$ cat src/verilog/xps_map.vh
//
// Contract
// - Two banks, staging and active, each one 4-bit register per output.
// - Three low bits of each register name the input routed there.
// - Fourth bit chooses whether the output drives or floats.
// - The output address bus picks the staging register to write.
// - Staging strobe rising edge writes staging, only with device select high.
// - Apply strobe rising edge copies all staging registers to active at once.
// - Staging writes leave active routing and outputs untouched until apply.
// - Each output independently follows any input; inputs may fan out freely.
// - Init pulse rising edge with device select high routes outputs to input 0.
// - Init enables all outputs if float select low, floats them if high.
// - Lane count and address width are generics, defaults 8 and 3.
//
`ifndef XPS_MAP_VH
`define XPS_MAP_VH

// ---------------------------------------------------------------
// Geometry
// ---------------------------------------------------------------
`define XPS_LANES        8
`define XPS_ADDR_W       3
`define XPS_SYNC_STAGES  2

// ---------------------------------------------------------------
// APB register offsets
// ---------------------------------------------------------------
`define XPS_OFS_CTRL     8'h00
`define XPS_OFS_STAGE    8'h04
`define XPS_OFS_ACTIVE   8'h08
`define XPS_OFS_PINS     8'h0C

// ---------------------------------------------------------------
// Control register fields
// ---------------------------------------------------------------
`define XPS_CTRL_APPLY   0
`define XPS_CTRL_INIT    1
`define XPS_CTRL_FLOAT   2

// ---------------------------------------------------------------
// Reset values
// ---------------------------------------------------------------
`define XPS_RST_WORD     32'h0000_0000

`endif

$ cat src/verilog/xps_sync.v
`timescale 1ns/1ps
module xps_sync #(
  parameter W = 1
) (
  input  wire         ref_clk,
  input  wire         rst_n,
  input  wire [W-1:0] d,
  output reg  [W-1:0] q
);

  reg [W-1:0] meta;

  // ---------------------------------------------------------------
  // Two-flop synchroniser, first stage read only by the second
  // ---------------------------------------------------------------
  always @(posedge ref_clk or negedge rst_n) begin
    if (!rst_n) begin
      meta <= {W{1'b0}};
      q    <= {W{1'b0}};
    end else begin
      meta <= d;
      q    <= meta;
    end
  end

endmodule

$ cat src/verilog/xps_lane.v
`timescale 1ns/1ps
module xps_lane #(
  parameter N = 8,
  parameter M = 3
) (
  input  wire         ref_clk,
  input  wire         rst_n,
  input  wire [N-1:0] lane_in,
  input  wire [M-1:0] sel,
  input  wire         en,
  output reg          dout,
  output reg          oe
);

  // ---------------------------------------------------------------
  // One N:1 multiplexer with registered output and enable
  // ---------------------------------------------------------------
  always @(posedge ref_clk or negedge rst_n) begin
    if (!rst_n) begin
      dout <= 1'b0;
      oe   <= 1'b0;
    end else begin
      dout <= lane_in[sel];
      oe   <= en;
    end
  end

endmodule

$ cat src/verilog/xps_top.v
`timescale 1ns/1ps
`include "xps_map.vh"
module xps_top #(
  parameter N = `XPS_LANES,
  parameter M = `XPS_ADDR_W
) (
  input  wire         ref_clk,
  input  wire         rst_n,
  // Configuration pins
  input  wire         dev_sel,
  input  wire         stage_strobe,
  input  wire         apply_strobe,
  input  wire         init_pulse,
  input  wire         float_sel,
  input  wire [M-1:0] out_addr,
  input  wire [M-1:0] in_sel,
  input  wire         in_en,
  // Switch data path
  input  wire [N-1:0] switch_inputs,
  output wire [N-1:0] switch_outputs,
  output wire [N-1:0] switch_oe,
  // APB slave
  input  wire         psel,
  input  wire         penable,
  input  wire         pwrite,
  input  wire [7:0]   paddr,
  input  wire [31:0]  pwdata,
  output reg  [31:0]  prdata,
  output reg          pready,
  output reg          pslverr
);

  localparam FW = M + 1;
  localparam BW = N * FW;
  localparam CW = 5 + 2 * M + 1;

  // ---------------------------------------------------------------
  // Pin synchronisation
  // ---------------------------------------------------------------
  wire [CW-1:0] ctl_raw;
  wire [CW-1:0] ctl_q;
  wire [N-1:0]  data_q;

  assign ctl_raw = {in_en, in_sel, out_addr, float_sel,
                    init_pulse, apply_strobe, stage_strobe, dev_sel};

  xps_sync #(
    .W (CW)
  ) u_ctl_sync (
    .ref_clk (ref_clk),
    .rst_n   (rst_n),
    .d       (ctl_raw),
    .q       (ctl_q)
  );

  xps_sync #(
    .W (N)
  ) u_data_sync (
    .ref_clk (ref_clk),
    .rst_n   (rst_n),
    .d       (switch_inputs),
    .q       (data_q)
  );

  wire         s_dev_sel;
  wire         s_stage;
  wire         s_apply;
  wire         s_init;
  wire         s_float;
  wire [M-1:0] s_addr;
  wire [M-1:0] s_sel;
  wire         s_en;

  assign s_dev_sel = ctl_q[0];
  assign s_stage   = ctl_q[1];
  assign s_apply   = ctl_q[2];
  assign s_init    = ctl_q[3];
  assign s_float   = ctl_q[4];
  assign s_addr    = ctl_q[5 +: M];
  assign s_sel     = ctl_q[5 + M +: M];
  assign s_en      = ctl_q[5 + 2 * M];

  // ---------------------------------------------------------------
  // Strobe edge detection
  // ---------------------------------------------------------------
  reg stage_d;
  reg apply_d;
  reg init_d;

  always @(posedge ref_clk or negedge rst_n) begin
    if (!rst_n) begin
      stage_d <= 1'b0;
      apply_d <= 1'b0;
      init_d  <= 1'b0;
    end else begin
      stage_d <= s_stage;
      apply_d <= s_apply;
      init_d  <= s_init;
    end
  end

  wire stage_rise;
  wire apply_rise;
  wire init_rise;

  assign stage_rise = s_stage & ~stage_d & s_dev_sel;
  assign apply_rise = s_apply & ~apply_d;
  assign init_rise  = s_init & ~init_d & s_dev_sel;

  // ---------------------------------------------------------------
  // APB access decode
  // ---------------------------------------------------------------
  wire apb_done;
  wire apb_wr;
  wire hit_ctrl;
  wire hit_stage;
  wire hit_active;
  wire hit_pins;
  wire hit_any;

  assign apb_done   = psel & penable & pready;
  assign apb_wr     = apb_done & pwrite;
  assign hit_ctrl   = (paddr == `XPS_OFS_CTRL);
  assign hit_stage  = (paddr == `XPS_OFS_STAGE);
  assign hit_active = (paddr == `XPS_OFS_ACTIVE);
  assign hit_pins   = (paddr == `XPS_OFS_PINS);
  assign hit_any    = hit_ctrl | hit_stage | hit_active | hit_pins;

  wire sw_apply;
  wire sw_init;
  wire sw_float;

  assign sw_apply = apb_wr & hit_ctrl & pwdata[`XPS_CTRL_APPLY];
  assign sw_init  = apb_wr & hit_ctrl & pwdata[`XPS_CTRL_INIT];
  assign sw_float = pwdata[`XPS_CTRL_FLOAT];

  // ---------------------------------------------------------------
  // Routing banks
  // ---------------------------------------------------------------
  reg [BW-1:0] stage_bank;
  reg [BW-1:0] active_bank;
  reg [BW-1:0] next_stage;
  reg [BW-1:0] next_active;
  reg [FW-1:0] init_field;
  reg          float_ctl;
  integer      k;

  always @* begin
    next_stage  = stage_bank;
    next_active = active_bank;
    float_ctl   = sw_init ? sw_float : s_float;
    init_field  = {~float_ctl, {M{1'b0}}};
    if (init_rise | sw_init) begin
      for (k = 0; k < N; k = k + 1) begin
        next_stage[k * FW +: FW]  = init_field;
        next_active[k * FW +: FW] = init_field;
      end
    end else begin
      if (apply_rise | sw_apply) begin
        next_active = stage_bank;
      end
      if (stage_rise) begin
        next_stage[s_addr * FW +: FW] = {s_en, s_sel};
      end
    end
  end

  always @(posedge ref_clk or negedge rst_n) begin
    if (!rst_n) begin
      stage_bank  <= {BW{1'b0}};
      active_bank <= {BW{1'b0}};
    end else begin
      stage_bank  <= next_stage;
      active_bank <= next_active;
    end
  end

  // ---------------------------------------------------------------
  // Output multiplexers, one per lane
  // ---------------------------------------------------------------
  genvar g;
  generate
    for (g = 0; g < N; g = g + 1) begin : g_lane
      xps_lane #(
        .N (N),
        .M (M)
      ) u_lane (
        .ref_clk (ref_clk),
        .rst_n   (rst_n),
        .lane_in (data_q),
        .sel     (active_bank[g * FW +: M]),
        .en      (active_bank[g * FW + M]),
        .dout    (switch_outputs[g]),
        .oe      (switch_oe[g])
      );
    end
  endgenerate

  // ---------------------------------------------------------------
  // APB read data and handshake
  // ---------------------------------------------------------------
  reg [31:0] rd_word;

  always @* begin
    rd_word = `XPS_RST_WORD;
    if (hit_stage) begin
      rd_word = stage_bank[31:0];
    end else if (hit_active) begin
      rd_word = active_bank[31:0];
    end else if (hit_pins) begin
      rd_word[CW-1:0] = ctl_q;
    end
  end

  always @(posedge ref_clk or negedge rst_n) begin
    if (!rst_n) begin
      pready  <= 1'b0;
      pslverr <= 1'b0;
      prdata  <= `XPS_RST_WORD;
    end else begin
      pready  <= psel & ~penable & ~pready;
      pslverr <= psel & ~penable & ~pready & ~hit_any;
      if (psel & ~penable & ~pready & ~pwrite) begin
        prdata <= rd_word;
      end
    end
  end

endmodule

$ cat config.mk
export PLATFORM = sky130hd
export DESIGN_NAME = xps_top
export DESIGN_NICKNAME = d
export VERILOG_FILES = /design/src/verilog/xps_sync.v /design/src/verilog/xps_lane.v /design/src/verilog/xps_top.v
export VERILOG_INCLUDE_DIRS = /design/src /design/src/verilog
export SDC_FILE = /design/constraint.sdc
export NUM_CORES = 1
export LEC_CHECK = 0
export BUFFER_PORTS_ARGS = -buffer_cell sky130_fd_sc_hd__buf_2
export CAP_MARGIN = 30
export CORE_ASPECT_RATIO = 0.9
export CORE_MARGIN = 10
export CORE_UTILIZATION = 30
export DETAILED_ROUTE_END_ITERATION = 6
export PLACE_DENSITY = 0.56
export SYNTH_ARGS = -nofsm -noshare
export SYNTH_HDL_FRONTEND = slang
export SYNTH_SLANG_ARGS = --single-unit
$ cat constraint.sdc
create_clock -name ref_clk -period 2.06 [get_ports ref_clk]
set_clock_uncertainty 0.05 [all_clocks]
set_input_delay 0.309 -clock ref_clk [delete_from_list [all_inputs] [get_ports ref_clk]]
set_output_delay 0.309 -clock ref_clk [all_outputs]
set_load 0.1 [all_outputs]
==> results.toml <==
[setup_path]
ff2ff_setup_slack_ns = 0.11
cp_data_required_time_ns = 2.32
critPathKind = "reg -> reg"
cp-end-kind = "flip-flop"
startpoint_type = "flip-flop"
r2r_end = "stage_bank[19]"
cp.arrival_ns = 2.21
r2r-start = "u_ctl_sync.q[6]"
reg2reg_depth = 9
worstPathMaxFanout = 3

[clock_tree]
cts_buffer_depth = 2
cts_buffers = 17
cts_tree = "yes"
clock-sinks = 157
cts_max_level = 4
clk_pin_slew_ns = 0.06
clkLatencyLatePin_ns = 0.43
ctsRootBufferMaster = "clkbuf_16"

[final_layout]
n_antenna_cell = 0
post-route-util_pct = 38.7
drive_above_1_share_pct = 31.2
final_cell_mix = "dfrtp_1 (156), buf_2 (84), nand2_1 (77)"
seqCellArea_mm2 = 0.00393
final_nets = 748
area_growth_pct = 26.7
final_area_mm2 = 0.00840
multiInputGateArea_mm2 = 0.00246
fill_cells = 2138
layout_commonest_cell = "dfrtp_1"

[routing]
wl_per_cell_um = 17.4
first_pass_iters = 5
drcViolationCount = 0
drtAntennaViolNets = 0
via_count = 4730
drtIter0Drc = 369
wirelength_mm = 17.1
vias_per_cell = 4.81

[floorplan]
io_pins = 115
dieWidth_um = 177
start_util_pct = 30.6
die_y_um = 161
core_mm2 = 0.0217
row_count = 51
die-area_mm2 = 0.0285

[placement]
post_dp_cell_area_mm2 = 0.00750
port_buffers = 85
hpwl_mm = 12.0
place.gp.congestion = 0.757

[yosys]
ys_warn_count = 0
synth_fp_nets = 629
synth_cell_types = 43
synth-seq-cells = 157
synthFlopType = "dfrtp_1"
synth_top_area_cell = "dfrtp_1"
syn_area_mm2 = 0.00663
syn_inst = 561
yosysSeqAreaShare_pct = 59.3
synth_top_area_share_pct = 59.3
synth_area_leaders = "dfrtp_1 (59%), mux4_2 (5.4%), nand2_1 (4.4%)"
synth_edf_count = 0
synthArstFlopShare_pct = 100
syn_avg_cell_area_um2 = 11.8

[sta]
drv_slew = 0
setup_violations = 0
period_needed_ns = 1.95
worst_pin_slew_ns = 0.731
hold_violations = 0
relSlewSlack_pct = 51.3
period_share_pct = 94.6
rsz0062_at_grt = "no"
fin_tns_setup_ns = 0
max_freq_mhz = 513

[grt]
grt_max_degree = 60
grt_util_all_layers_pct = 12.4
grt_pass1_vias = 4910
grt_pass1_wl_mm = 27.9
antenna_found_initial = 0
gr-total-overflow = 0

[run_status]
status = "finished, final reports clean"

[hold_path]
worstHoldStart = "psel"
min_to = "pready"
worstHoldPathCells = 3
hold_path_class = "in -> reg"

[pwr]
vdd_drop_max_mv = 0.592
finalPower_mw = 8.38
p_leak_nw = 3.70
p_per_area_mw_per_mm2 = 998

[job]
maxCapViolCount = 0
layer usage:
layer | global-route usage [%] | wire length, um | up-vias
met1 | 17.0 | 8110 | 2384
li1 | - | - | 2226
met5 | 0 | 0 | -
met4 | 4.01 | 137 | 0
met2 | 18.7 | 8200 | 111
met3 | 3.10 | 656 | 9
per-stage QoR:
step / setup slack, ns / std cells / hold slack (ns)
2_1_floorplan: 0.0324 / 561 / -0.0366
3_3_place_gp: 0.0870 / 927 / 0.280
3_5_place_dp: 0.0831 / 927 / 0.277
4_1_cts: 0.0642 / 980 / 0.0809
5_1_grt: 0.00393 / 984 / 0.131
6_report: 0.111 / 984 / 0.0984
worst max-delay path, cell delays in order, from the launching register on:
cell      delay [ns]
dfrtp_1         0.36
inv_1           0.08
ha_4            0.17
ha_4            0.28
buf_4           0.13
nand3b_1        0.16
nor3_4          0.23
buf_4           0.14
a21oi_1         0.05
o32a_1          0.18
where the power goes:
| part | internal [mW] | total [mW] | switching, mW |
|---|---|---|---|
| combinational | 0.386 | 1.66 | 1.27 |
| sequential | 3.33 | 3.51 | 0.177 |
| clock | 1.95 | 3.21 | 1.27 |
| total | 5.66 | 8.38 | 2.71 |
what timing repair did:
item | CTS | global route
setup endpoints to repair | 0 | 23
setup buffers | 0 | 4
resized for setup | 0 | 8
hold endpoints to repair | 73 | 0
hold buffers | 21 | 0
flip-flops by register name, indices dropped and copies added, names as in the netlist:
register and count:
active_bank 32, apply_d 1, g_lane.u_lane.dout 8, g_lane.u_lane.oe 8
init_d 1, prdata 32, pready 1, pslverr 1
stage_bank 32, stage_d 1, u_ctl_sync.meta 12, u_ctl_sync.q 12
u_data_sync.meta 8, u_data_sync.q 8
synthesized netlist by cell type, drive strengths merged, types with 2 or more instances:
cell	number
nand3b	3
nand2b	3
o32a	6
o21ai	22
nand3	10
dfrtp	157
ha	3
inv	5
a221oi	20
mux4	16
nor2	60
nor4	2
a22oi	12
nor2b	4
buf	28
nand4	5
a2bb2oi	8
nor3	5
nor3b	2
mux2	21
mux2i	13
a21oi	44
clkbuf	19
and2	4
or2	2
nand2	78
and3	2
cell type report:
cell class	instances	area share (%)
Multi-Input combinational cell	352	29.3
Clock buffer	20	5.32
Inverter	5	0.224
Sequential cell	157	46.8
Clock inverter	12	1.92
Timing Repair Buffer	147	12.1
Tap cell	291	4.34
worst max-delay path by stage:
stage               startpoint        endpoint  slack [ns]
6_report       u_ctl_sync.q[6]  stage_bank[19]        0.11
5_1_grt        u_ctl_sync.q[6]  stage_bank[19]       0.004
4_1_cts        u_ctl_sync.q[6]  stage_bank[23]        0.06
3_5_place_dp   u_ctl_sync.q[6]  stage_bank[23]        0.08
3_3_place_gp   u_ctl_sync.q[6]  stage_bank[23]        0.09
2_1_floorplan  u_ctl_sync.q[5]  stage_bank[23]        0.03
logic make-up (layout without fill, tap and decap cells):
family	count (synthesis)	after routing	synth area share, %
and+or+nand+nor	185	185	13.1
DFF	157	157	59.3
AOI/OAI and AO/OA	114	114	11.7
buffers and inverters	52	184	4.38
muxes	50	50	11.0
adders and majority gates	3	3	0.566
Power figures use the tool's default switching activity.
